<file path="src/rtl/wdps_pkg.sv">
/*
  Package for the postscaled watchdog: register map, field positions,
  reset values and timing counts.
  Assumes a 10 MHz pclk and an APB register bus with 32-bit data.
*/
`default_nettype none
package wdps_pkg;

  // ----------------------------------------------------------------
  // Timing
  // ----------------------------------------------------------------
  localparam int unsigned WDPS_CLK_HZ = 10_000_000;
  localparam int unsigned WDPS_BASE_PERIOD_US = 4_000;
  localparam int unsigned WDPS_BASE_CYCLES =
    (WDPS_BASE_PERIOD_US / 1_000) * (WDPS_CLK_HZ / 1_000);
  localparam int unsigned WDPS_POST_BITS = 16;
  localparam int unsigned WDPS_SEL_BITS = 4;

  // ----------------------------------------------------------------
  // Register map (byte offsets)
  // ----------------------------------------------------------------
  localparam logic [11:0] WDPS_OFF_CONTROL = 12'h000;
  localparam logic [11:0] WDPS_OFF_STATUS = 12'h004;
  localparam logic [11:0] WDPS_OFF_IRQ_STAT = 12'h008;
  localparam logic [11:0] WDPS_OFF_IRQ_MASK = 12'h00C;
  localparam logic [11:0] WDPS_OFF_PART_ID = 12'h010;

  // Field positions.
  localparam int unsigned WDPS_CTL_SWEN_BIT = 0;
  localparam int unsigned WDPS_ST_RUN_BIT = 0;
  localparam int unsigned WDPS_ST_TIMEOUT_BIT = 1;
  localparam int unsigned WDPS_IRQ_EXPIRE_BIT = 0;
  localparam int unsigned WDPS_IRQ_CLEAR_BIT = 1;
  localparam int unsigned WDPS_IRQ_OSCFAIL_BIT = 2;
  localparam int unsigned WDPS_IRQ_BITS = 3;

  // Reset values.
  localparam logic WDPS_SWEN_RST = 1'b0;
  localparam logic [WDPS_IRQ_BITS-1:0] WDPS_IRQ_RST = 3'h0;

  // Arbitrary neutral identity value.
  localparam logic [7:0] WDPS_PART_ID_DEFAULT = 8'h5A;

endpackage
`default_nettype wire

</file>
<file path="src/rtl/wdps_evt_if.sv">
/*
  Interface carrying watchdog counter events between the core of the
  watchdog and its counter chain. Assumes a single clock domain.
*/
`default_nettype none
interface wdps_evt_if;
  logic run;
  logic clear;
  logic [3:0] sel;
  logic expire;

  modport ctl (output run, output clear, output sel, input expire);
  modport cnt (input run, input clear, input sel, output expire);
endinterface
`default_nettype wire

</file>
<file path="src/rtl/wdps_top.sv">
/*
  Postscaled watchdog top: APB register slave, enable logic, reset
  request and interrupt. Assumes APB master on pclk; config and
  oscillator-fail inputs come from outside and are synchronised.
*/
// The register offsets and register access over APB are this design's own decisions.
`default_nettype none
module wdps_top
  import wdps_pkg::*;
#(
  parameter int unsigned BASE_CYCLES = WDPS_BASE_CYCLES,
  parameter logic [7:0] PART_ID = WDPS_PART_ID_DEFAULT
) (
  // Clock and reset
  input wire logic pclk,
  input wire logic presetn,
  input wire logic clk_en,
  // APB slave
  input wire logic psel,
  input wire logic penable,
  input wire logic pwrite,
  input wire logic [11:0] paddr,
  input wire logic [31:0] pwdata,
  output logic [31:0] prdata,
  output logic pready,
  output logic pslverr,
  // Configuration and core events
  input wire logic config_watchdog_enable,
  input wire logic [3:0] period_select_field,
  input wire logic clear_watchdog_instruction,
  input wire logic sleep_instruction,
  input wire logic osc_fail,
  // Outputs
  output logic device_reset,
  output logic internal_rc_clock_enable,
  output logic irq
);
  // ----------------------------------------------------------------
  // Synchronisers and counter chain
  // ----------------------------------------------------------------
  logic cfg_en_s;
  logic osc_fail_s;

  wdps_sync u_sync_cfg (
    .pclk(pclk), .presetn(presetn), .clk_en(clk_en),
    .d(config_watchdog_enable), .q(cfg_en_s)
  );
  wdps_sync u_sync_osc (
    .pclk(pclk), .presetn(presetn), .clk_en(clk_en),
    .d(osc_fail), .q(osc_fail_s)
  );

  wdps_evt_if evt ();

  wdps_counter #(.BASE_CYCLES(BASE_CYCLES)) u_cnt (
    .pclk(pclk), .presetn(presetn), .clk_en(clk_en), .evt(evt)
  );

  // ----------------------------------------------------------------
  // State
  // ----------------------------------------------------------------
  typedef struct packed {
    logic swen;
    logic timeout;
    logic osc_fail_d;
    logic rst_pulse;
    logic [WDPS_IRQ_BITS-1:0] irq_stat;
    logic [WDPS_IRQ_BITS-1:0] irq_mask;
    logic [31:0] rdata;
    logic [3:0] sel;
  } wdps_top_t;

  wdps_top_t st_ff, nxt_st;
  logic run;
  logic clr_evt;
  logic osc_edge;
  logic wr_en;
  logic rd_en;
  logic addr_ok;
  logic [WDPS_IRQ_BITS-1:0] evt_set;
  logic [31:0] rd_val;

  assign run = cfg_en_s | st_ff.swen;
  assign osc_edge = osc_fail_s & ~st_ff.osc_fail_d;
  assign clr_evt = clear_watchdog_instruction | sleep_instruction | osc_edge;

  // The period select is registered so a mid-count change takes a clean edge.
  assign evt.run = run;
  assign evt.clear = clr_evt;
  assign evt.sel = st_ff.sel;

  // ----------------------------------------------------------------
  // APB decode
  // ----------------------------------------------------------------
  assign wr_en = psel & penable & pwrite & clk_en;
  assign rd_en = psel & ~penable & ~pwrite;
  assign addr_ok = (paddr == WDPS_OFF_CONTROL) || (paddr == WDPS_OFF_STATUS)
    || (paddr == WDPS_OFF_IRQ_STAT) || (paddr == WDPS_OFF_IRQ_MASK)
    || (paddr == WDPS_OFF_PART_ID);

  // Read mux; reserved bits read as zero.
  always_comb begin
    rd_val = 32'h0000_0000;
    unique case (paddr)
      WDPS_OFF_CONTROL: rd_val[WDPS_CTL_SWEN_BIT] = st_ff.swen;
      WDPS_OFF_STATUS: begin
        rd_val[WDPS_ST_RUN_BIT] = run;
        rd_val[WDPS_ST_TIMEOUT_BIT] = st_ff.timeout;
      end
      WDPS_OFF_IRQ_STAT: rd_val[WDPS_IRQ_BITS-1:0] = st_ff.irq_stat;
      WDPS_OFF_IRQ_MASK: rd_val[WDPS_IRQ_BITS-1:0] = st_ff.irq_mask;
      WDPS_OFF_PART_ID: rd_val[7:0] = PART_ID;
      default: rd_val = 32'h0000_0000;
    endcase
  end

  // Interrupt events.
  always_comb begin
    evt_set = '0;
    evt_set[WDPS_IRQ_EXPIRE_BIT] = evt.expire;
    evt_set[WDPS_IRQ_CLEAR_BIT] = clk_en & clr_evt & run;
    evt_set[WDPS_IRQ_OSCFAIL_BIT] = clk_en & osc_edge;
  end

  // ----------------------------------------------------------------
  // Next state
  // ----------------------------------------------------------------
  always_comb begin
    nxt_st = st_ff;
    if (clk_en) begin
      nxt_st.rst_pulse = 1'b0;
      nxt_st.osc_fail_d = osc_fail_s;
      nxt_st.sel = period_select_field;
      if (rd_en) begin
        nxt_st.rdata = rd_val;
      end
      // A clear instruction drops the timeout indication.
      if (clear_watchdog_instruction) begin
        nxt_st.timeout = 1'b0;
      end
      if (evt.expire) begin
        nxt_st.rst_pulse = 1'b1;
        nxt_st.timeout = 1'b1;
      end
      if (wr_en && addr_ok) begin
        unique case (paddr)
          WDPS_OFF_CONTROL: nxt_st.swen = pwdata[WDPS_CTL_SWEN_BIT];
          WDPS_OFF_IRQ_STAT: nxt_st.irq_stat = st_ff.irq_stat
            & ~pwdata[WDPS_IRQ_BITS-1:0];
          WDPS_OFF_IRQ_MASK: nxt_st.irq_mask = pwdata[WDPS_IRQ_BITS-1:0];
          default: nxt_st.irq_mask = st_ff.irq_mask;
        endcase
      end
      // Set wins over a same-cycle write-one clear.
      nxt_st.irq_stat = nxt_st.irq_stat | evt_set;
    end
  end

  always_ff @(posedge pclk or negedge presetn) begin
    if (!presetn) begin
      st_ff <= '0;
      st_ff.swen <= WDPS_SWEN_RST;
      st_ff.irq_stat <= WDPS_IRQ_RST;
      st_ff.irq_mask <= WDPS_IRQ_RST;
    end else begin
      st_ff <= nxt_st;
    end
  end

  // ----------------------------------------------------------------
  // Outputs
  // ----------------------------------------------------------------
  // No wait states: data sampled in setup, answered in access.
  assign pready = 1'b1;
  assign pslverr = psel & penable & ~addr_ok;
  assign prdata = st_ff.rdata;
  assign device_reset = st_ff.rst_pulse;
  assign internal_rc_clock_enable = run;
  assign irq = |(st_ff.irq_stat & st_ff.irq_mask);
endmodule // wdps_top
`default_nettype wire

</file>
<file path="src/rtl/wdps_sync.sv">
/*
  Two flip-flop synchroniser for one level from outside the clock domain.
  Assumes pclk and an active-low asynchronous reset.
*/
`default_nettype none
module wdps_sync (
  // Clock and reset
  input wire logic pclk,
  input wire logic presetn,
  input wire logic clk_en,
  // Level
  input wire logic d,
  output logic q
);
  typedef struct packed {
    logic s1;
    logic s2;
  } wdps_sync_t;

  wdps_sync_t st_ff, nxt_st;

  // The first stage feeds only the second.
  always_comb begin
    nxt_st = st_ff;
    if (clk_en) begin
      nxt_st.s1 = d;
      nxt_st.s2 = st_ff.s1;
    end
  end

  always_ff @(posedge pclk or negedge presetn) begin
    if (!presetn) begin
      st_ff <= '0;
    end else begin
      st_ff <= nxt_st;
    end
  end

  assign q = st_ff.s2;
endmodule // wdps_sync
`default_nettype wire

</file>
<file path="src/rtl/wdps_counter.sv">
/*
  Base counter and 16-bit postscaler of the watchdog, with tap select.
  Assumes pclk as the internal RC clock stand-in and synchronous events.
*/
`default_nettype none
module wdps_counter
  import wdps_pkg::*;
#(
  parameter int unsigned BASE_CYCLES = WDPS_BASE_CYCLES
) (
  // Clock and reset
  input wire logic pclk,
  input wire logic presetn,
  input wire logic clk_en,
  // Event link
  wdps_evt_if.cnt evt
);
  localparam int unsigned BW = $clog2(BASE_CYCLES + 1);

  // A zero base count would wrap the tick compare; refuse it at elaboration.
  if (BASE_CYCLES < 1) begin : g_bad_base
    $error("BASE_CYCLES must be at least one");
  end

  typedef struct packed {
    logic [BW-1:0] base;
    logic [WDPS_POST_BITS-1:0] post;
    logic expire;
  } wdps_cnt_t;

  wdps_cnt_t st_ff, nxt_st;
  logic base_tick;
  logic [WDPS_POST_BITS:0] post_limit;

  assign base_tick = (st_ff.base == BW'(BASE_CYCLES - 1));
  assign post_limit = (WDPS_POST_BITS + 1)'(1) << evt.sel;

  // Counting, clearing and expiry detection.
  always_comb begin
    nxt_st = st_ff;
    if (clk_en) begin
      // The expiry strobe is frozen too, so a paused clock cannot lose it.
      nxt_st.expire = 1'b0;
      if (!evt.run || evt.clear) begin
        nxt_st.base = '0;
        nxt_st.post = '0;
      end else if (base_tick) begin
        nxt_st.base = '0;
        if ({1'b0, st_ff.post} == post_limit - 1'b1) begin
          nxt_st.post = '0;
          nxt_st.expire = 1'b1;
        end else begin
          nxt_st.post = st_ff.post + 1'b1;
        end
      end else begin
        nxt_st.base = st_ff.base + 1'b1;
      end
    end
  end

  always_ff @(posedge pclk or negedge presetn) begin
    if (!presetn) begin
      st_ff <= '0;
    end else begin
      st_ff <= nxt_st;
    end
  end

  assign evt.expire = st_ff.expire;
endmodule // wdps_counter
`default_nettype wire

</file>
<file path="config.mk">
export PLATFORM = sky130hd
export DESIGN_NAME = wdps_top
export DESIGN_NICKNAME = d
export VERILOG_FILES = /design/src/rtl/wdps_pkg.sv /design/src/rtl/wdps_evt_if.sv /design/src/rtl/wdps_top.sv /design/src/rtl/wdps_sync.sv /design/src/rtl/wdps_counter.sv
export SDC_FILE = /design/constraint.sdc
export NUM_CORES = 1
export LEC_CHECK = 0
export BUFFER_PORTS_ARGS = -buffer_cell sky130_fd_sc_hd__buf_2
export CORE_UTILIZATION = 35
export CTS_CLUSTER_DIAMETER = 200
export DETAILED_ROUTE_END_ITERATION = 6
export REMOVE_ABC_BUFFERS = 1
export SYNTH_ARGS = -nofsm -noshare
export SYNTH_HDL_FRONTEND = slang
export SYNTH_SLANG_ARGS = --single-unit
export TNS_END_PERCENT = 5
</file>
<file path="constraint.sdc">
create_clock -name pclk -period 6.8 [get_ports pclk]
set_input_delay 0.68 -clock pclk [delete_from_list [all_inputs] [get_ports pclk]]
set_output_delay 0.68 -clock pclk [all_outputs]
set_load 0.01 [all_outputs]
</file>
==> insert_results.sql, run 1 <==
INSERT INTO impl_metrics (metric_group, metric, value, unit) VALUES
('critical_path', 'setup.worst_path.class', 'reg2reg', ''),
('logic_synthesis', 'area_fraction_in_and_or_nand_and_nor_cells_after_synthesis', '0.232', ''),
('cts', 'cts.htree.levels', '2', ''),
('placement', 'post-dp-hpwl', '5360', 'um'),
('drt', 'post-route-drc-count', '0', ''),
('pwr', 'p_seq_frac', '0.525', ''),
('logic_synthesis', 'synth.largest_area_cell', 'dfrtp_1', ''),
('floorplanning', 'fp.dieArea', '10800', 'um2'),
('timing', 'fmax', '250', 'MHz'),
('cts', 'cts_tree', 'done', ''),
('cts', 'worst_skew_late_latency', '0.31', 'ns'),
('logic_synthesis', 'synth_edf_count', '0', ''),
('critical_path', 'timing.critical_path.to_type', 'flop', ''),
('drt', 'drt_first_pass_iters', '4', ''),
('finish', 'final_layout_size_suffix_gt1_frac', '0.163', ''),
('floorplanning', 'coreArea', '9950', 'um2'),
('timing', 'fin_setup_tns', '0', 'ns'),
('finish', 'layout.cells.most_common_list', 'dfrtp_1 (55), buf_2 (38), nand2_1 (36)', ''),
('drt', 'ant_nets', '0', ''),
('grt', 'gr-total-overflow', '0', ''),
('floorplanning', 'io_pins', '95', ''),
('timing', 'final.period_utilization', '0.589', ''),
('timing', 'grt_setup_unrepaired', 'no', ''),
('pwr', 'switching_share', '0.277', ''),
('logic_synthesis', 'synthTopCellsByArea', 'dfrtp_1 (38%), buf_4 (6.8%), mux2_2 (4.9%)', ''),
('pwr', 'internal_power', '485', 'uW'),
('critical_path', 'crit_fanout', '31', ''),
('pwr', 'comb_power_share', '0.141', ''),
('logic_synthesis', 'fraction_of_the_yosys_area_taken_by_sequential_cells', '0.377', ''),
('critical_path', 'sort_of_element_at_the_start_of_the_critical_path', 'flop', ''),
('pwr', 'ir_worst_vdd', '91.7', 'uV'),
('placement', 'port_buffers', '38', ''),
('logic_synthesis', 'synth_compound_area_frac', '0.180', ''),
('logic_synthesis', 'synth.mux.area_fraction', '0.0631', ''),
('timing', 'timing.hold.ws', '0.488', 'ns'),
('timing', 'slew_headroom', '0.451', ''),
('finish', 'diode_count', '0', ''),
('cts', 'ctsHoldBuffers', '0', ''),
('pwr', 'leakagePower', '0.00175', 'uW'),
('flow_run', 'timing.max_cap.violations', '0', ''),
('grt', 'grt_pass1_vias', '2778', ''),
('cts', 'clock_tree.root_cell', 'clkbuf_8', ''),
('logic_synthesis', 'synthesis.area_per_instance', '8.99', 'um2'),
('critical_path', 'worst_ep_required_time', '7.00', 'ns'),
('cts', 'clock_path_buffers', '2', ''),
('timing', 'timing_max_transition_violations_final', '0', ''),
('pwr', 'power_switching', '186', 'uW'),
('floorplanning', 'rows', '36', ''),
('drt', 'viasPerCell', '5.28', ''),
('critical_path', 'arrival', '4.20', 'ns'),
('logic_synthesis', 'synthArstFlopShare', '1.00', ''),
('logic_synthesis', 'netlist.area_leader.share', '0.377', ''),
('grt', 'grt_max_degree', '56', ''),
('cts', 'cts_setup_buffers', '0', ''),
('placement', 'gpl.final_weighted_congestion', '0.791', ''),
('cts', 'cts_resized', '0', ''),
('status', 'status', 'finished, final reports clean', ''),
('timing', 'final_number_of_setup_violating_endpoints', '0', ''),
('timing', 'time_the_worst_path_needs_with_i_o_delays_and_setup', '4.00', 'ns'),
('timing', 'finalHoldViolCount', '0', ''),
('timing', 'clock-skew-final', '0.00935', 'ns'),
('logic_synthesis', 'ys_types', '67', ''),
('drt', 'vias', '2934', ''),
('pwr', 'power_dens_cells', '174', 'nW/um2'),
('logic_synthesis', 'syn-cell-area', '3650', 'um2'),
('cts', 'clkSinkCount', '55', ''),
('cts', 'clk_pin_slew_worst_paths', '0.10', 'ns'),
('grt', 'grt_first_pass_wirelength', '13200', 'um'),
('finish', 'syn2layout_area_growth', '6.00', '%'),
('drt', 'post_drt_wl_per_cell', '13.9', 'um'),
('floorplanning', 'start_util', '0.367', '');
[power groups by stage]
| stage | registers, uW | clock network (uW) | logic, uW |
|---|---|---|---|
| 2_1_floorplan | 353 | 0 | 62.1 |
| 3_3_place_gp | 358 | 0 | 92.8 |
| 3_5_place_dp | 359 | 0 | 95.5 |
| 4_1_cts | 352 | 232 | 95.8 |
| 5_1_grt | 355 | 242 | 106 |
| 6_report | 353 | 224 | 94.8 |
[cell usage after synthesis, types with 3 or more instances]
cell type and count:
nor2b_1 9, o21ai_0 22, nor2_1 24, nand4_1 9, a22o_1 12, or3_1 5
nor4b_1 6, buf_4 33, and3_1 13, dfrtp_1 55, nand3_1 15, inv_1 9
o21ai_1 6, mux2i_1 5, or4_1 3, nand2_1 36, a2111oi_0 3, o31ai_1 6
clkbuf_1 15, buf_2 4, nor3_1 7, mux2_2 16, xor2_1 8, or2_2 3
xnor2_1 4, and2_1 7, a21oi_1 11, ha_1 3, a21o_1 7
[worst max-delay path, stage by stage, from the launching register on]
cell      delay, ns
dfrtp_1        0.70
or4_4          0.67
ha_1           0.45
nor2b_1        0.24
mux2_2         0.26
a2111o_1       0.43
nor4_4         0.33
a21bo_1        0.40
nor2_2         0.17
a22o_1         0.23
[per-layer routing]
layer / GRT usage / share of wire
met2: 0.242 / 0.47
met5: 0 / 0
met4: 0.0429 / 0.0093
met1: 0.198 / 0.48
met3: 0.0207 / 0.038
[state kept, by name, summed over array words and instances, names as in the netlist, 4 cells and up]
signal       cells
u_cnt.st_ff     32
st_ff            9
evt.sel          4
prdata           4
[stage by stage]
| step | area, um2 | power (uW) | setup WS (ns) | instances |
|---|---|---|---|---|
| after floorplan | 3390 | 415 | 3.37 | 376 |
| after global placement | 3760 | 451 | 2.91 | 548 |
| after detailed placement | 3760 | 454 | 2.83 | 548 |
| after CTS | 3870 | 680 | 2.81 | 556 |
| after global routing | 3870 | 704 | 2.55 | 556 |
| final | 3870 | 671 | 2.80 | 556 |
[logic make-up after synthesis]
kind of cell             after synthesis
AO/OA/AOI/OAI                         94
XOR/XNOR                              12
adder cells (fa/ha/maj)                3
buffers and inverters                 65
flip-flops                            55
multiplexers                          21
other                                  2
AND/OR/NAND/NOR                      154
[path summary, 6_finish.rpt]
kind | cells after the start | end | start
max in group asynchronous | 2 | u_cnt.st_ff[3] | presetn
worst max register to register | 9 | u_cnt.st_ff[3] | evt.sel[3]
worst min-delay path | 2 | prdata[1] | presetn
worst max-delay path | 9 | u_cnt.st_ff[3] | evt.sel[3]
min in group pclk | 2 | prdata[2] | prdata[2]
worst min register to register | 2 | prdata[2] | prdata[2]
[final cells by class]
class	instances	area, um2
Tap cell	133	166
Multi-Input combinational cell	311	1980
Sequential cell	55	1380
Inverter	10	37.5
Timing Repair Buffer	39	198
Clock buffer	6	72.6
Clock inverter	2	38.8
Fill cell	1032	6090
(Power assumes the default switching activity.)
==> run 2, diff against run 1 <==
==> constraint.sdc (replaced) <==
create_clock -name pclk -period 4.2 [get_ports pclk]
set_input_delay 0.42 -clock pclk [delete_from_list [all_inputs] [get_ports pclk]]
set_output_delay 0.42 -clock pclk [all_outputs]
set_load 0.01 [all_outputs]
==> run 2 against run 1 <==
Critical path type unchanged. First-iteration DRC count fell by 59%. Routed wire length fell by 0.25%. Non-clock buffer count grew 4. Register-to-register slack got worse by 2.2 ns. Die area did not move. Global-route usage grew 0.33 points. Critical endpoint is now u_cnt.st_ff[9]. Sequential share of layout area down 0.069 points.
==> insert_results.sql, run 2 (synthesized netlist as in run 1, its figures left out) <==
INSERT INTO impl_metrics (metric_group, metric, value, unit) VALUES
('critical_path', 'rr_startpoint', 'evt.sel[2]', ''),
('finish', 'syn2layout_area_growth', '6.21', '%'),
('timing', 'fmax', '280', 'MHz'),
('finish', 'register_area', '1380', 'um2'),
('cts', 'clock_buffers_created_by_tritoncts', '5', ''),
('floorplanning', 'io_pins', '95', ''),
('critical_path', 'crit_fanout', '23', ''),
('critical_path', 'arrival', '3.78', 'ns'),
('pwr', 'leakagePower', '0.00175', 'uW'),
('critical_path', 'timing.critical_path.to_type', 'flop', ''),
('timing', 'finalHoldViolCount', '0', ''),
('drt', 'viasPerCell', '5.22', ''),
('cts', 'cts.htree.levels', '2', ''),
('cts', 'ctsHoldBuffers', '0', ''),
('timing', 'fin_setup_tns', '0', 'ns'),
('drt', 'post-route-drc-count', '0', ''),
('timing', 'postLayoutSetupSlackWorst', '0.633', 'ns'),
('cts', 'clock_tree.root_cell', 'clkbuf_8', ''),
('timing', 'time_the_worst_path_needs_with_i_o_delays_and_setup', '3.57', 'ns'),
('finish', 'final_layout_size_suffix_gt1_frac', '0.171', ''),
('timing', 'final_number_of_setup_violating_endpoints', '0', ''),
('placement', 'dp_slack', '0.660', 'ns'),
('floorplanning', 'rows', '36', ''),
('critical_path', 'setup.worst_path.class', 'reg2reg', ''),
('grt', 'grt_max_degree', '34', ''),
('drt', 'drt-initial-drc-count', '89', ''),
('cts', 'worst_skew_late_latency', '0.31', 'ns'),
('drt', 'ant_nets', '0', ''),
('pwr', 'ir_worst_vdd', '139', 'uV'),
('grt', 'grt_first_pass_wirelength', '13400', 'um'),
('floorplanning', 'die_width', '104', 'um'),
('drt', 'vias', '2922', ''),
('critical_path', 'sort_of_element_at_the_start_of_the_critical_path', 'flop', ''),
('placement', 'port_buffers', '38', ''),
('cts', 'cts_tree', 'done', ''),
('cts', 'cts_resized', '0', ''),
('finish', 'final_net_count', '487', ''),
('critical_path', 'regToRegSetupSlack', '0.63', 'ns'),
('timing', 'tightestPinTransition', '0.783', 'ns'),
('floorplanning', 'coreArea', '9950', 'um2'),
('floorplanning', 'dieHeight', '104', 'um'),
('timing', 'clock-skew-final', '0.0116', 'ns'),
('critical_path', 'worst_ep_required_time', '4.41', 'ns'),
('cts', 'clock_path_buffers', '2', ''),
('finish', 'regMostFlops', 'u_cnt.st_ff', ''),
('grt', 'initial_antenna_violation_count', '0', ''),
('pwr', 'power_dens_cells', '265', 'nW/um2'),
('finish', 'final_common_cell', 'dfrtp_1', ''),
('finish', 'diode_count', '0', ''),
('finish', 'layout.cells.most_common_list', 'dfrtp_1 (55), buf_2 (38), nand2_1 (36)', ''),
('floorplanning', 'fp.dieArea', '10800', 'um2'),
('drt', 'postRouteWirelength', '7710', 'um'),
('finish', 'nFillCells', '988', ''),
('placement', 'post-dp-hpwl', '5530', 'um'),
('finish', 'max_reg_flops', '32', ''),
('drt', 'drt_first_pass_iters', '6', ''),
('grt', 'global_route.usage.total', '0.149', ''),
('cts', 'clkSinkCount', '55', ''),
('grt', 'gr-total-overflow', '0', ''),
('placement', 'gpl.final_weighted_congestion', '0.802', ''),
('floorplanning', 'start_util', '0.367', ''),
('timing', 'slew_headroom', '0.478', ''),
('min_path', 'hold_path.class', 'in2async', ''),
('critical_path', 'worst-r2r-cell-count', '9', ''),
('timing', 'final.period_utilization', '0.849', ''),
('finish', 'largest_registers', 'u_cnt.st_ff (32), st_ff (9)', ''),
('finish', 'multi_input_comb_area', '1980', 'um2'),
('status', 'status', 'finished, final reports clean', ''),
('timing', 'grt_setup_unrepaired', 'no', ''),
('drt', 'post_drt_wl_per_cell', '13.8', 'um'),
('grt', 'grt_pass1_vias', '2806', ''),
('critical_path', 'reg2reg_to', 'u_cnt.st_ff[9]', ''),
('flow_run', 'timing.max_cap.violations', '0', ''),
('timing', 'timing_max_transition_violations_final', '0', ''),
('cts', 'clk_pin_slew_worst_paths', '0.11', 'ns'),
('cts', 'cts_setup_buffers', '0', '');
-- run 2: changes by cell type in the layout (fill, tap and decap cells not counted), sizes merged --
cell      delta
buf          +4
bufinv       -1
clkinvlp     +1
-- run 2: stage by stage --
step           cell area, um2   util  hold WS [ns]  total power (uW)  instances
2_1_floorplan            3390      -         0.124               673        376
3_3_place_gp             3790  0.380         0.432               736        552
3_5_place_dp             3790  0.380         0.431               742        552
4_1_cts                  3870  0.389        0.0875              1040        560
5_1_grt                  3870  0.389        0.0893              1090        560
6_report                 3870  0.389        0.0724              1030        560
-- run 2: how the worst max path moves through the flow --
stage	from	cells after the start	end	slack [ns]
floorplan	evt.sel[3]	9	u_cnt.st_ff[14]	0.77
global placement	evt.sel[2]	9	u_cnt.st_ff[3]	0.68
detailed placement	evt.sel[2]	9	u_cnt.st_ff[5]	0.66
CTS	evt.sel[2]	9	u_cnt.st_ff[3]	0.63
global route	evt.sel[2]	10	u_cnt.st_ff[3]	0.40
finish	evt.sel[2]	9	u_cnt.st_ff[9]	0.63
-- run 2: cell type report --
type / count / area share
clock inverters: 2 / 0.00420
clock buffers: 6 / 0.0187
inverters: 10 / 0.00969
well taps: 133 / 0.0429
multi-input cells: 311 / 0.510
repair buffers: 43 / 0.0588
flip-flops and latches: 55 / 0.355
-- run 2: routing by layer --
metal	global-route usage	share of wire	wire [um]
met1	0.198	0.49	3760
met2	0.252	0.47	3600
met3	0.0232	0.033	254
met4	0.0408	0.013	99
met5	0	0	0
-- run 2: worst max-delay path, stage by stage (launching register included) --
cell and delay, ns:
dfrtp_1 0.49, or4_4 0.46, ha_1 0.46, or4bb_1 0.58, a21oi_1 0.14, o211ai_1 0.11, and4_1 0.22, a21boi_1 0.55
nand2_1 0.19, o31ai_1 0.26
-- run 2: power by group --
part           switching [uW]  total (uW)  internal (uW)
logic                     110         178           68.9
registers                10.2         552            541
clock network             176         297            120
==> run 3, diff against run 2 <==
==> constraint.sdc (replaced) <==
create_clock -name pclk -period 3.55 [get_ports pclk]
set_input_delay 0.355 -clock pclk [delete_from_list [all_inputs] [get_ports pclk]]
set_output_delay 0.355 -clock pclk [all_outputs]
set_load 0.01 [all_outputs]
==> run 3 against run 2 <==
Die area is the same. Non-clock buffer count up 5. Combinational power up 24%. Cell count up 0.89%. Via count up 2.6%. Flip-flop and latch count unchanged. First-iteration DRC count increased by 73%. Clock skew barely moved. Highest routed layer unchanged. Largest cell class unchanged. Clock power up 45%.
==> insert_results.sql, run 3 (synthesized netlist as in run 1, its figures left out) <==
INSERT INTO impl_metrics (metric_group, metric, value, unit) VALUES
('timing', 'slew_headroom', '0.494', ''),
('cts', 'cts.htree.levels', '2', ''),
('drt', 'postRouteWirelength', '7870', 'um'),
('finish', 'final_layout_size_suffix_gt1_frac', '0.185', ''),
('placement', 'port_buffers', '38', ''),
('cts', 'clock_path_buffers', '2', ''),
('timing', 'time_the_worst_path_needs_with_i_o_delays_and_setup', '3.39', 'ns'),
('grt', 'global_route.usage.total', '0.151', ''),
('placement', 'post-dp-hpwl', '5650', 'um'),
('grt', 'gr-total-overflow', '0', ''),
('finish', 'nFillCells', '1017', ''),
('drt', 'post-route-drc-count', '0', ''),
('critical_path', 'sort_of_element_at_the_start_of_the_critical_path', 'flop', ''),
('finish', 'layout.cells.most_common_list', 'dfrtp_1 (55), buf_2 (38), nand2_1 (36)', ''),
('cts', 'cts_tree', 'done', ''),
('finish', 'regMostFlops', 'u_cnt.st_ff', ''),
('pwr', 'power_dens_cells', '330', 'nW/um2'),
('finish', 'largest_registers', 'u_cnt.st_ff (32), st_ff (9)', ''),
('finish', 'final_net_count', '492', ''),
('status', 'status', 'finished, final reports clean', ''),
('floorplanning', 'dieHeight', '104', 'um'),
('timing', 'timing_max_transition_violations_final', '0', ''),
('finish', 'multi_input_comb_area', '1990', 'um2'),
('timing', 'final_number_of_setup_violating_endpoints', '0', ''),
('cts', 'clock_tree.root_cell', 'clkbuf_8', ''),
('timing', 'fmax', '295', 'MHz'),
('drt', 'drt-initial-drc-count', '154', ''),
('timing', 'finalHoldViolCount', '0', ''),
('critical_path', 'regToRegSetupSlack', '0.16', 'ns'),
('critical_path', 'timing.critical_path.to_type', 'flop', ''),
('finish', 'final_common_cell', 'dfrtp_1', ''),
('critical_path', 'arrival', '3.61', 'ns'),
('grt', 'grt_first_pass_wirelength', '13500', 'um'),
('critical_path', 'setup.worst_path.class', 'reg2reg', ''),
('critical_path', 'crit_fanout', '11', ''),
('grt', 'grt_max_degree', '35', ''),
('drt', 'ant_nets', '0', ''),
('critical_path', 'reg2reg_to', 'u_cnt.st_ff[15]', ''),
('pwr', 'leakagePower', '0.00179', 'uW'),
('finish', 'max_reg_flops', '32', ''),
('cts', 'clkSinkCount', '55', ''),
('cts', 'cts_setup_buffers', '0', ''),
('floorplanning', 'start_util', '0.367', ''),
('floorplanning', 'die_width', '104', 'um'),
('placement', 'gpl.final_weighted_congestion', '0.822', ''),
('min_path', 'hold_path.class', 'in2async', ''),
('floorplanning', 'coreArea', '9950', 'um2'),
('finish', 'diode_count', '0', ''),
('timing', 'clock-skew-final', '0.0120', 'ns'),
('grt', 'initial_antenna_violation_count', '0', ''),
('pwr', 'total_power', '1300', 'uW'),
('floorplanning', 'fp.dieArea', '10800', 'um2'),
('cts', 'clock_buffers_created_by_tritoncts', '5', ''),
('cts', 'worst_skew_late_latency', '0.31', 'ns'),
('drt', 'vias', '2999', ''),
('placement', 'dp_slack', '0.122', 'ns'),
('timing', 'final.period_utilization', '0.955', ''),
('pwr', 'ir_worst_vdd', '196', 'uV'),
('drt', 'post_drt_wl_per_cell', '13.9', 'um'),
('floorplanning', 'io_pins', '95', ''),
('grt', 'grt_pass1_vias', '2836', ''),
('timing', 'grt_setup_unrepaired', 'no', ''),
('timing', 'postLayoutSetupSlackWorst', '0.160', 'ns'),
('critical_path', 'worst-r2r-cell-count', '10', ''),
('drt', 'viasPerCell', '5.31', ''),
('finish', 'register_area', '1380', 'um2'),
('finish', 'syn2layout_area_growth', '8.09', '%'),
('drt', 'drt_first_pass_iters', '4', ''),
('timing', 'fin_setup_tns', '0', 'ns'),
('timing', 'tightestPinTransition', '0.759', 'ns'),
('cts', 'clk_pin_slew_worst_paths', '0.10', 'ns'),
('critical_path', 'worst_ep_required_time', '3.77', 'ns'),
('critical_path', 'rr_startpoint', 'evt.sel[3]', ''),
('floorplanning', 'rows', '36', ''),
('flow_run', 'timing.max_cap.violations', '0', '');
[run 3: how the worst max path moves through the flow]
stage,from,endpoint,slack (ns),depth (start not counted)
after global placement,evt.sel[3],u_cnt.st_ff[3],0.23,9
after global routing,evt.sel[3],u_cnt.st_ff[15],0.04,10
final,evt.sel[3],u_cnt.st_ff[15],0.16,10
after floorplan,evt.sel[3],u_cnt.st_ff[14],0.12,9
after detailed placement,evt.sel[3],u_cnt.st_ff[9],0.12,10
after CTS,evt.sel[3],u_cnt.st_ff[9],0.09,10
[run 3: critical path, cell delays in order, from the launching register on]
cell,delay [ns]
dfrtp_1,0.39
or4_4,0.55
ha_1,0.34
buf_4,0.21
nor3b_1,0.25
o21ai_0,0.12
a221o_1,0.34
and4_1,0.20
a21bo_2,0.33
or4_1,0.48
o21ai_0,0.09
[run 3: routing by layer]
layer | part of all wire | global-route usage | vias up
li1 | - | - | 1465
met1 | 0.47 | 0.198 | 1455
met2 | 0.48 | 0.252 | 71
met3 | 0.041 | 0.0276 | 8
met4 | 0.013 | 0.0429 | 0
met5 | 0 | 0 | -
[run 3: where the power goes]
group          internal, uW  switching (uW)
Combinational          87.9             134
Sequential              641            10.6
Clock                   214             216
[run 3: layout make-up]
type / instances / share of cell area
Inverter: 10 / 0.00952
Tap cell: 133 / 0.0422
Timing Repair Buffer: 48 / 0.0673
Clock buffer: 6 / 0.0184
Clock inverter: 2 / 0.00984
Multi-Input combinational cell: 311 / 0.504
Sequential cell: 55 / 0.349
[run 3: stage by stage]
| stage | util | hold slack, ns | area [um2] | std cells |
|---|---|---|---|---|
| 3_3_place_gp | 0.384 | 0.459 | 3820 | 557 |
| 3_5_place_dp | 0.384 | 0.470 | 3820 | 557 |
| 2_1_floorplan | - | 0.0594 | 3390 | 376 |
| 4_1_cts | 0.395 | 0.130 | 3940 | 565 |
| 5_1_grt | 0.396 | 0.150 | 3940 | 565 |
| 6_report | 0.396 | 0.101 | 3940 | 565 |
[run 3: what timing repair did]
action	CTS	global route
gates resized for setup	0	3
hold buffers	0	0
setup endpoints to repair	0	11
